===== src/pnc_defines.svh =====
`ifndef PNC_DEFINES_SVH
`define PNC_DEFINES_SVH

// Register offsets
`define PNC_OFS_ORDER0    8'h4A
`define PNC_OFS_ORDER1    8'h4B
`define PNC_OFS_ORDER2    8'h4C
`define PNC_OFS_ORDER3    8'h4D
`define PNC_OFS_ORDER4    8'h4E
`define PNC_OFS_SAT       8'h50

// Reset values
`define PNC_RST_ORDER1    16'h0407
`define PNC_RST_ORDER2    16'hF23E
`define PNC_RST_ORDER3    16'h1144
`define PNC_RST_ORDER4    16'hF881
`define PNC_RST_SAT       24'h200100
`define PNC_SAT_RSVD_VAL  18'h20010

// Field positions in the order-zero register
`define PNC_BIT_NL_ON     0
`define PNC_LSB_ORDER0    2
`define PNC_MSB_ORDER0    17
`define PNC_LSB_SCALE     18
`define PNC_MSB_SCALE     19

// Widths
`define PNC_REG_W         24
`define PNC_COEF_W        16
`define PNC_NUM_STEPS     4

`endif


===== src/pnc_pkg.sv =====
package pnc_pkg;

  // Correction terms supplied by neighbouring pipeline stages
  typedef struct packed {
    logic [15:0] offset;
    logic [15:0] temp;
    logic [15:0] freq;
  } pnc_corr_t;

  // Saturation-control register layout
  typedef struct packed {
    logic        rsvd_hi;
    logic        dealias_manual_override;
    logic [17:0] rsvd;
    logic [3:0]  step_saturate;
  } pnc_sat_ctrl_t;

  // Unwrap setting pair
  typedef struct packed {
    logic [1:0] unwrap_frequency_select;
    logic       unwrap_enable;
  } pnc_unwrap_t;

endpackage


===== src/pnc_phase_step.sv =====
`timescale 1ns/1ps
`include "pnc_defines.svh"

module pnc_phase_step import pnc_pkg::*; #(
  parameter int W = 16
) (
  // Clock and reset, for checking only
  input  wire logic         mclk,
  input  wire logic         rst_n,
  // Step datapath
  input  wire logic [W-1:0] phase_in,
  input  wire logic [W-1:0] corr,
  input  wire logic         saturate,
  output logic      [W-1:0] phase_out
);

  localparam logic [W+1:0] MAX_PHASE = {2'b00, {W{1'b1}}};

  logic signed [W+1:0] sum;

  // Unsigned phase plus signed correction, two guard bits
  assign sum = $signed({2'b00, phase_in}) + $signed({{2{corr[W-1]}}, corr});

  always_comb begin
    if (!saturate) begin
      phase_out = sum[W-1:0];
    end else if (sum < 0) begin
      phase_out = '0;
    end else if (sum > $signed(MAX_PHASE)) begin
      phase_out = {W{1'b1}};
    end else begin
      phase_out = sum[W-1:0];
    end
  end

  property p_wrap;
    @(posedge mclk) disable iff (!rst_n)
      !saturate |-> phase_out == W'(phase_in + corr);
  endproperty
  a_wrap: assert property (p_wrap)
    else $error("wrap step result not modulo sum");

  property p_clip_low;
    @(posedge mclk) disable iff (!rst_n)
      (saturate && corr[W-1] && ({1'b0, phase_in} < {1'b0, -corr}))
        |-> phase_out == '0;
  endproperty
  a_clip_low: assert property (p_clip_low)
    else $error("clip step did not hold at minimum");

  property p_clip_high;
    @(posedge mclk) disable iff (!rst_n)
      (saturate && !corr[W-1] && ({1'b0, phase_in} + {1'b0, corr} > MAX_PHASE))
        |-> phase_out == {W{1'b1}};
  endproperty
  a_clip_high: assert property (p_clip_high)
    else $error("clip step did not hold at maximum");

endmodule // pnc_phase_step


===== src/pnc_phase_corr.sv =====
// How it works
// - First-order coefficient, 16 bits read-write, resets to 0407h.
// - Second-order coefficient, 16 bits read-write, resets to F23Eh.
// - Third-order coefficient, 16 bits read-write, resets to 1144h.
// - Fourth-order coefficient, 16 bits read-write, resets to F881h.
// - Coefficient bits 23:16 read zero; host writes zero there.
// - Offset step wraps when bit 3 is low, clips when high.
// - Temperature step wraps when bit 2 is low, clips when high.
// - Nonlinearity step wraps when bit 1 is low, clips when high.
// - Frequency step wraps when bit 0 is low, clips when high.
// - Bit 22 set lets host drive unwrap frequency and enable directly.
// - Saturation control resets to 200100h: all wrap, override clear.
// - Harmonic correction applies only while the enable bit is set.
// - Two-bit scale field scales every nonlinearity coefficient.
// - Zeroth-order coefficient completes the correction polynomial.
`timescale 1ns/1ps
`include "pnc_defines.svh"

module pnc_phase_corr import pnc_pkg::*; (
  // Clock and reset
  input  wire logic                    mclk,
  input  wire logic                    resetn,
  // Decoded register access from the serial control interface
  input  wire logic                    reg_wr,
  input  wire logic                    reg_rd,
  input  wire logic [7:0]              reg_addr,
  input  wire logic [`PNC_REG_W-1:0]   reg_wdata,
  output logic      [`PNC_REG_W-1:0]   reg_rdata,
  // Phase pipeline
  input  wire logic                    phase_valid,
  input  wire logic [15:0]             phase_in,
  input  wire pnc_corr_t               corr_in,
  output logic                         phase_out_valid,
  output logic      [15:0]             phase_out,
  // Unwrap settings
  input  wire pnc_unwrap_t             unwrap_auto,
  input  wire pnc_unwrap_t             unwrap_manual,
  output pnc_unwrap_t                  unwrap_out
);

  localparam int NS = `PNC_NUM_STEPS;
  localparam int CW = `PNC_COEF_W;
  localparam logic [CW-1:0] COEF_RST [1:4] = '{
    `PNC_RST_ORDER1, `PNC_RST_ORDER2, `PNC_RST_ORDER3, `PNC_RST_ORDER4};
  localparam logic [7:0] COEF_OFS [1:4] = '{
    `PNC_OFS_ORDER1, `PNC_OFS_ORDER2, `PNC_OFS_ORDER3, `PNC_OFS_ORDER4};

  logic                rst_meta;
  logic                rst_n_sync;
  logic [CW-1:0]       nl_coef [0:4];
  logic [1:0]          linearity_coeff_scale;
  logic                linearity_correction_on;
  pnc_sat_ctrl_t       sat_ctrl;
  logic [15:0]         stage [0:NS];
  logic [15:0]         step_corr [0:NS-1];
  logic [CW-1:0]       nl_term;
  logic [`PNC_REG_W-1:0] next_reg_rdata;

  // Reset released through two flops; the first is read only by the second
  always_ff @(posedge mclk or negedge resetn) begin
    if (!resetn) begin
      rst_meta   <= 1'b0;
      rst_n_sync <= 1'b0;
    end else begin
      rst_meta   <= 1'b1;
      rst_n_sync <= rst_meta;
    end
  end

  // Order-zero register: enable, scale, zeroth-order coefficient
  always_ff @(posedge mclk or negedge rst_n_sync) begin
    if (!rst_n_sync) begin
      nl_coef[0]              <= '0;
      linearity_coeff_scale   <= 2'h0;
      linearity_correction_on <= 1'b0;
    end else if (reg_wr && reg_addr == `PNC_OFS_ORDER0) begin
      nl_coef[0] <= reg_wdata[`PNC_MSB_ORDER0:`PNC_LSB_ORDER0];
      linearity_coeff_scale <=
        reg_wdata[`PNC_MSB_SCALE:`PNC_LSB_SCALE];
      linearity_correction_on <= reg_wdata[`PNC_BIT_NL_ON];
    end
  end

  // Coefficients of orders one to four; upper bits are not stored
  for (genvar k = 1; k <= 4; k++) begin : g_coef
    always_ff @(posedge mclk or negedge rst_n_sync) begin
      if (!rst_n_sync) begin
        nl_coef[k] <= COEF_RST[k];
      end else if (reg_wr && reg_addr == COEF_OFS[k]) begin
        nl_coef[k] <= reg_wdata[CW-1:0];
      end
    end
  end

  // Saturation control; reserved bits kept as written so they read back
  always_ff @(posedge mclk or negedge rst_n_sync) begin
    if (!rst_n_sync) begin
      sat_ctrl <= `PNC_RST_SAT;
    end else if (reg_wr && reg_addr == `PNC_OFS_SAT) begin
      sat_ctrl <= reg_wdata;
    end
  end

  // Read mux; unmapped addresses return zero
  always_comb begin
    next_reg_rdata = '0;
    if (reg_addr == `PNC_OFS_ORDER0) begin
      next_reg_rdata[`PNC_MSB_SCALE:`PNC_LSB_SCALE] = linearity_coeff_scale;
      next_reg_rdata[`PNC_MSB_ORDER0:`PNC_LSB_ORDER0] = nl_coef[0];
      next_reg_rdata[`PNC_BIT_NL_ON] = linearity_correction_on;
    end else if (reg_addr == `PNC_OFS_ORDER1) begin
      next_reg_rdata = {8'h00, nl_coef[1]};
    end else if (reg_addr == `PNC_OFS_ORDER2) begin
      next_reg_rdata = {8'h00, nl_coef[2]};
    end else if (reg_addr == `PNC_OFS_ORDER3) begin
      next_reg_rdata = {8'h00, nl_coef[3]};
    end else if (reg_addr == `PNC_OFS_ORDER4) begin
      next_reg_rdata = {8'h00, nl_coef[4]};
    end else if (reg_addr == `PNC_OFS_SAT) begin
      next_reg_rdata = sat_ctrl;
    end
  end

  always_ff @(posedge mclk or negedge rst_n_sync) begin
    if (!rst_n_sync) begin
      reg_rdata <= '0;
    end else if (reg_rd) begin
      reg_rdata <= next_reg_rdata;
    end
  end

  // Horner polynomial over the frequency-corrected phase as a fraction.
  // Intermediate sums wrap at 16 bits; coefficients must keep it in range.
  function automatic logic [CW-1:0] horner_step(
    input logic [CW-1:0] acc,
    input logic [CW-1:0] coef,
    input logic [15:0]   x
  );
    logic signed [CW+16:0] prod;
    prod = $signed(acc) * $signed({1'b0, x});
    return CW'(prod >>> 16) + coef;
  endfunction

  always_comb begin
    logic [CW-1:0] acc;
    acc = nl_coef[4];
    for (int k = 3; k >= 0; k--) begin
      acc = horner_step(acc, nl_coef[k], stage[1]);
    end
    acc = acc << linearity_coeff_scale;
    nl_term = linearity_correction_on ? acc : '0;
  end

  assign stage[0]     = phase_in;
  assign step_corr[0] = corr_in.freq;
  assign step_corr[1] = nl_term;
  assign step_corr[2] = corr_in.temp;
  assign step_corr[3] = corr_in.offset;

  // Selector bit i governs step i: freq, linearity, temp, offset
  for (genvar i = 0; i < NS; i++) begin : g_step
    pnc_phase_step #(
      .W (16)
    ) u_step (
      .mclk      (mclk),
      .rst_n     (rst_n_sync),
      .phase_in  (stage[i]),
      .corr      (step_corr[i]),
      .saturate  (sat_ctrl.step_saturate[i]),
      .phase_out (stage[i+1])
    );
  end

  // One register stage keeps the long adder chain off the output pins
  always_ff @(posedge mclk or negedge rst_n_sync) begin
    if (!rst_n_sync) begin
      phase_out_valid <= 1'b0;
      phase_out       <= '0;
    end else begin
      phase_out_valid <= phase_valid;
      if (phase_valid) begin
        phase_out <= stage[NS];
      end
    end
  end

  always_ff @(posedge mclk or negedge rst_n_sync) begin
    if (!rst_n_sync) begin
      unwrap_out <= '0;
    end else if (sat_ctrl.dealias_manual_override) begin
      unwrap_out <= unwrap_manual;
    end else begin
      unwrap_out <= unwrap_auto;
    end
  end

  property p_sat_reset;
    @(posedge mclk) $rose(rst_n_sync) |-> sat_ctrl == `PNC_RST_SAT;
  endproperty
  a_sat_reset: assert property (p_sat_reset)
    else $error("saturation control not at reset value");

  property p_coef_reset;
    @(posedge mclk) $rose(rst_n_sync) |-> nl_coef[1] == `PNC_RST_ORDER1 &&
      nl_coef[2] == `PNC_RST_ORDER2 && nl_coef[3] == `PNC_RST_ORDER3 &&
      nl_coef[4] == `PNC_RST_ORDER4;
  endproperty
  a_coef_reset: assert property (p_coef_reset)
    else $error("coefficient not at reset value");

  property p_coef_upper_zero;
    @(posedge mclk) disable iff (!rst_n_sync)
      (reg_rd && reg_addr >= `PNC_OFS_ORDER1 && reg_addr <= `PNC_OFS_ORDER4)
        |=> reg_rdata[23:16] == 8'h00;
  endproperty
  a_coef_upper_zero: assert property (p_coef_upper_zero)
    else $error("coefficient upper bits read nonzero");

  property p_coef_readback;
    @(posedge mclk) disable iff (!rst_n_sync)
      (reg_wr && reg_addr == `PNC_OFS_ORDER2) ##1 !reg_wr ##1
      (reg_rd && !reg_wr && reg_addr == `PNC_OFS_ORDER2)
        |=> reg_rdata[15:0] == $past(reg_wdata[15:0], 3);
  endproperty
  a_coef_readback: assert property (p_coef_readback)
    else $error("second-order coefficient read back differs");

  property p_nl_off;
    @(posedge mclk) disable iff (!rst_n_sync)
      !linearity_correction_on |-> stage[2] == stage[1] || sat_ctrl[1];
  endproperty
  a_nl_off: assert property (p_nl_off)
    else $error("linearity step altered phase while disabled");

  property p_override;
    @(posedge mclk) disable iff (!rst_n_sync)
      sat_ctrl.dealias_manual_override |=> unwrap_out == $past(unwrap_manual);
  endproperty
  a_override: assert property (p_override)
    else $error("manual unwrap settings not passed through");

  property p_auto;
    @(posedge mclk) disable iff (!rst_n_sync)
      !sat_ctrl.dealias_manual_override |=> unwrap_out == $past(unwrap_auto);
  endproperty
  a_auto: assert property (p_auto)
    else $error("automatic unwrap settings not passed through");

  property p_phase_latency;
    @(posedge mclk) disable iff (!rst_n_sync)
      phase_valid |=> phase_out_valid && phase_out == $past(stage[NS]);
  endproperty
  a_phase_latency: assert property (p_phase_latency)
    else $error("corrected phase not presented one cycle later");

endmodule // pnc_phase_corr


===== config.mk =====
export PLATFORM = sky130hd
export DESIGN_NAME = pnc_phase_corr
export DESIGN_NICKNAME = d
export VERILOG_FILES = /design/src/pnc_pkg.sv /design/src/pnc_phase_step.sv /design/src/pnc_phase_corr.sv
export VERILOG_INCLUDE_DIRS = /design/src
export SDC_FILE = /design/constraint.sdc
export NUM_CORES = 2
export LEC_CHECK = 0
export ABC_AREA = 1
export BUFFER_PORTS_ARGS = -buffer_cell sky130_fd_sc_hd__buf_2
export CAP_MARGIN = 20
export CORE_MARGIN = 2
export CORE_UTILIZATION = 60
export CTS_CLUSTER_SIZE = 24
export DETAILED_ROUTE_END_ITERATION = 7
export PLACE_DENSITY = 0.81
export SKIP_CTS_REPAIR_TIMING = 1
export SLEW_MARGIN = 15
export SYNTH_ARGS = -nofsm -noshare
export SYNTH_HDL_FRONTEND = slang
export SYNTH_SLANG_ARGS = --single-unit

===== constraint.sdc =====
create_clock -name mclk -period 8.6 [get_ports mclk]
set_clock_uncertainty 0.15 [all_clocks]
set_input_delay 1.72 -clock mclk [delete_from_list [all_inputs] [get_ports mclk]]
set_output_delay 1.72 -clock mclk [all_outputs]
set_load 0.01 [all_outputs]

Word-level counts from Yosys, hierarchy flattened
Index checks and enable logic that the tools add are counted.
- input bits: 107
- output and inout port bits: 44
- logic and storage cells: 74
- register bits after elaboration: 153
- reduce and logical (&&, ||, !) cells: 6
- magnitude comparators: 8
- multiply operators: 4
- shifts and indexed selects: 1
- mux-type cells: 23
- equality and inequality tests: 6
- add/subtract/negate cells: 8
- operator list (operator ; number):
    two-way mux 16 bit ; 13
    multiplier 16 x 17 -> 32 bit ; 4
    two-way mux 24 bit ; 5
    adder 17 x 16 -> 18 bit ; 4
    greater-than comparator 18 x 17 -> 1 bit (second input constant) ; 4
    < comparator 18 x 1 -> 1 bit (second input constant) ; 4
    adder 16 bit ; 4
    equality test 8 x 7 -> 1 bit (second input constant) ; 6
    two-way mux 18 bit ; 1
    << shifter 16 x 2 -> 16 bit ; 1
    logical AND 1 bit ; 6
    two-way mux 4 bit ; 1
    two-way mux 3 bit ; 1
    two-way mux 1 bit ; 2

Longest topological paths before layout
- word-level depth: 30
- gate-level depth with buffers: 227
- depth with buffers taken out: 224

Hierarchy
A second synthesis with hierarchy kept.
- cell total of the unflattened synthesis: 6155
- area, all modules: 47240.3 um^2
- by module, submodules not included (module ; cells each ; instances ; area an instance (um^2)):
    pnc_phase_corr ; 5427 ; 1 ; 42796.0
    pnc_phase_step ; 182 ; 4 ; 1111.1

Least setup slack after synthesis
No wires, ideal clock.
- kind: in2reg
- start: in phase_in[0]
- end: reg phase_out[3]
- setup time: 0.135 ns
- cell stages on the path: 199
- arrival time: 37.661 ns
- data required time: 8.315 ns
- slack: -29.345 ns
- cell sequence: ha_1 > inv_1 > fa_1 > o21ai_2 > nand2_1 > nand2_1 > nand2_1 > nand3_1 > nand2_1 > nand3_4 > clkbuf_1 > nand2_1 > nand2_1 > clkbuf_1 > clkbuf_1 > nor2_1 > fa_1 > inv_1 > (+163 left out) > inv_1 > fa_1 > nand3b_1 > and2_1 > o41ai_1 > a21oi_1 > o21bai_1 > a21oi_1 > o21bai_1 > a21oi_1 > o21bai_1 > a21o_1 > a21oi_1 > o21ai_1 > clkbuf_1 > nand2_1 > nand3_1 > o21ai_0
- longest elaborated chain between the ends: 30
- elaborated cells on any way between the ends: 34
- ends and longest elaborated chain (what ; line ; text):
    start: declaration ; pnc_phase_corr.sv:31 ; input wire logic [15:0] phase_in,
    adder 17 x 16 -> 18 bit (*) ; pnc_phase_step.sv:22 ; assign sum = $signed({2'b00, phase_in}) + $signed({{2{corr[W-1]}}, corr});
    greater-than comparator 18 x 17 -> 1 bit ; pnc_phase_step.sv:29 ; end else if (sum > $signed(MAX_PHASE)) begin
    two-way mux 16 bit ; pnc_phase_step.sv:29 ;
    two-way mux 16 bit ; pnc_phase_step.sv:27 ; end else if (sum < 0) begin
    two-way mux 16 bit (*) ; pnc_phase_step.sv:25 ; if (!saturate) begin
    multiplier 16 x 17 -> 32 bit ; pnc_phase_corr.sv:140 ; prod = $signed(acc) * $signed({1'b0, x});
    adder 16 bit ; pnc_phase_corr.sv:141 ; return CW'(prod >>> 16) + coef;
    multiplier 16 x 17 -> 32 bit ; pnc_phase_corr.sv:140 ;
    (+14 left out) ; n/a ;
    two-way mux 16 bit ; pnc_phase_step.sv:29 ;
    two-way mux 16 bit ; pnc_phase_step.sv:27 ;
    two-way mux 16 bit (*) ; pnc_phase_step.sv:25 ;
    adder 17 x 16 -> 18 bit (*) ; pnc_phase_step.sv:22 ;
    greater-than comparator 18 x 17 -> 1 bit ; pnc_phase_step.sv:29 ;
    two-way mux 16 bit ; pnc_phase_step.sv:29 ;
    two-way mux 16 bit ; pnc_phase_step.sv:27 ;
    two-way mux 16 bit (*) ; pnc_phase_step.sv:25 ;
    end signal: assignment ; pnc_phase_corr.sv:182 ; phase_out <= stage[NS];
    end: declaration ; pnc_phase_corr.sv:34 ; output logic [15:0] phase_out,
Mark *: on every way between the ends. The rest lies on a longest branch, timed or not.
A chain may end at the register's enable or synchronous reset.

Worst setup path in the final report
- start: in phase_in[3]
- end: reg phase_out[4]
Same word-level chain as after synthesis.

==> results by group <==
Status
  – Status: complete, but fails checks
  – Failing checks: DRC, setup timing

Setup path
  – Crit Path Max Fanout: 12
  – Crit Path Category: in2reg
  – CP endpoint: phase_out[4]
  – Worst reg2reg path startpoint: sat_ctrl[0]
  – Critical Path Source: phase_in[3]
  – CP Depth: 217
  – Critical-path top delay cell: fa_1
  – Reg2Reg Depth: 206
  – Data required, critical path: 8.76 ns
  – Critical Path Most Common Cell: nand2_1
  – Delay-heaviest family, CP: adder cells
  – Buf/Inv on CP: 43
  – Reg2reg end: phase_out[4]
  – Slowest cell delay on critical path: 0.54 ns
  – CP Launch Type: primary input
  – Worst Path Arrival: 37.23 ns
  – Critical Path End Type: register
  – Reg-to-reg slack, setup: -26.77 ns

Placement
  – DP HPWL: 127,000 um
  – Pre-CTS setup slack: -29.35 ns
  – RePlAce Congestion: 1.02
  – PortBufs: 150

Clocking
  – Clock Pin Slew Worst Setup and Hold Paths: 0.08 ns
  – CTS tree: built
  – Max Root-Sink Buffers: 2
  – Clk Latency, worst-skew pair: 0.46 ns
  – Clock sinks: 153
  – Num CTS Buffers: 17
  – H-tree depth: 4
  – Root buffer cell: clkbuf_16

GRT
  – GRT Residual Overflow: 0
  – Gr usage total: 0.408
  – Number of global-route vias before repair: 44,687
  – First-pass GRT wire length: 242,000 um
  – Largest net degree at the start of global routing: 68
  – Initial antenna violation count: 5

Floorplan
  – Die width: 278 um
  – Core area: 0.0744 sq mm
  – Initial Util: 0.606
  – Die height: 278 um
  – Core Rows: 100
  – I/O pin total: 151
  – Die Footprint: 0.0774 sq mm

STA
  – Setup WS post-layout: -28.47 ns
  – Fin. max-slew vios: 0
  – Final hold slack: 0.161 ns
  – Final Setup Violations: 16
  – Min Clock Period, post-route: 37.07 ns
  – Rel. slew slack: 0.231
  – Final Hold Vio Count: 0
  – Final period util: 4.31
  – Worst-Margin Slew: 1.15 ns
  – RSZ-0062 raised after global routing: yes
  – Achievable Freq: 0.0270 GHz

Run
  – Max Cap Viol: 0

Synthesis
  – Async SR Flop Fraction: 1.00
  – Main flop type after synthesis: dfrtp_1
  – EDFF count, synth: 0
  – Net Count, Synth: 7,171
  – Yosys top cell area share: 0.346
  – Sequential fraction of the synthesis area: 0.0857
  – Post-Syn Instances: 5,695
  – Warnings, synthesis: 0
  – Post-Syn Area: 0.0451 sq mm
  – Mean post-synth cell area: 7.92 sq um
  – Top cell type by total area after synthesis: fa_1
  – Cell variety after synth: 61
  – Most instantiated library cell after synthesis: inv_1
  – #FFs+latches synth: 153
  – Synth cell count leaders: inv_1 (1,324), nand2_1 (1,131), fa_1 (780)
  – Largest cells by area after synthesis: fa_1 (35%), ha_1 (16%), inv_1 (11%)

Finish
  – Area grow syn2layout: 25.6%
  – Final-stage net count: 8,126
  – Layout cells sized above 1: 0.233

Drt
  – 1st-iter DRT viols: 4,126
  – Drt pass-1 iters: 8
  – Vias: 43,218
  – Vias per Instance: 5.66
  – Post-DR wirelength/cell: 20.8 um
  – Detail Route Antenna Nets: 0
  – Final WL: 159,000 um
  – # DRC: 11

Worst hold path
  – Worst Hold Class: reg2async
## placed cells by master, fill, tap and decap left out, drive strengths merged, types with 28 or more instances in the layout
| master | synthesis | final |
|---|---|---|
| xor2 | 128 | 128 |
| nor2 | 527 | 527 |
| xnor2 | 59 | 59 |
| dfrtp | 126 | 126 |
| inv | 1330 | 1337 |
| a21oi | 229 | 229 |
| nor3 | 28 | 28 |
| nand2 | 1141 | 1141 |
| fa | 780 | 780 |
| ha | 589 | 589 |
| o21ai | 229 | 230 |
| o21bai | 40 | 40 |
| nand3 | 88 | 89 |
| buf | 24 | 1124 |
## metrics by stage
step / util / cells / area (sq um) / TNS [ns]
2_1_floorplan: - / 5695 / 45700 / -426.19
3_3_place_gp: 0.726 / 7538 / 54000 / -454.65
3_5_place_dp: 0.726 / 7538 / 54000 / -468.33
4_1_cts: 0.734 / 7570 / 54600 / -462.75
5_1_grt: 0.761 / 7633 / 56600 / -482.36
6_report: 0.761 / 7635 / 56600 / -454.62
## routing by layer
layer | global-route usage | wire length [um] | share of wire | up-vias
met5 | 0 | 38 | 0.00024 | -
met4 | 0.263 | 14500 | 0.091 | 6
met3 | 0.126 | 20800 | 0.13 | 816
met2 | 0.629 | 68600 | 0.43 | 2624
met1 | 0.497 | 54800 | 0.35 | 20696
li1 | - | - | - | 19076
## kinds of logic (layout without fill, tap and decap cells)
family	Yosys count	after routing	share of synthesized area
mux	7	7	0.00169
compound gates	615	616	0.0779
buf+inv	1533	2499	0.128
fa+ha+maj	1369	1369	0.510
simple gates	1830	1831	0.161
xor+xnor	187	187	0.0363
other cells	1	4	0.0000832
flops	153	153	0.0857
## state kept, by name, summed over array words and instances (netlist names)
| name | flops |
|---|---|
| linearity_coeff_scale | 2 |
| nl_coef | 80 |
| unwrap_out | 3 |
| rst_meta | 1 |
| reg_rdata | 24 |
| phase_out_valid | 1 |
| sat_ctrl | 24 |
| rst_n_sync | 1 |
| phase_out | 16 |
| linearity_correction_on | 1 |
## area by class of cell
cell class	instances	area (sq um)
flip-flops and latches	153	3870
diodes	3	7.51
fillers	4980	17800
well taps	969	1210
multi-input cells	4011	37400
inverters	1343	5100
clock inverters	14	184
repair buffers	1124	8480
clock buffers	18	429
## how the worst min path moves through the flow
stage / start / endpoint / slack, ns
final: rst_n_sync / nl_coef[10] / 0.16
after detailed placement: rst_n_sync / nl_coef[10] / 0.16
after CTS: rst_n_sync / nl_coef[10] / 0.17
after global routing: rst_n_sync / nl_coef[10] / 0.20
after floorplan: rst_meta / rst_n_sync / 0.18
after global placement: rst_n_sync / nl_coef[10] / 0.16
Power is not shown: default switching activity piles up to over one toggle a cycle in this logic, so the estimate is an artifact.
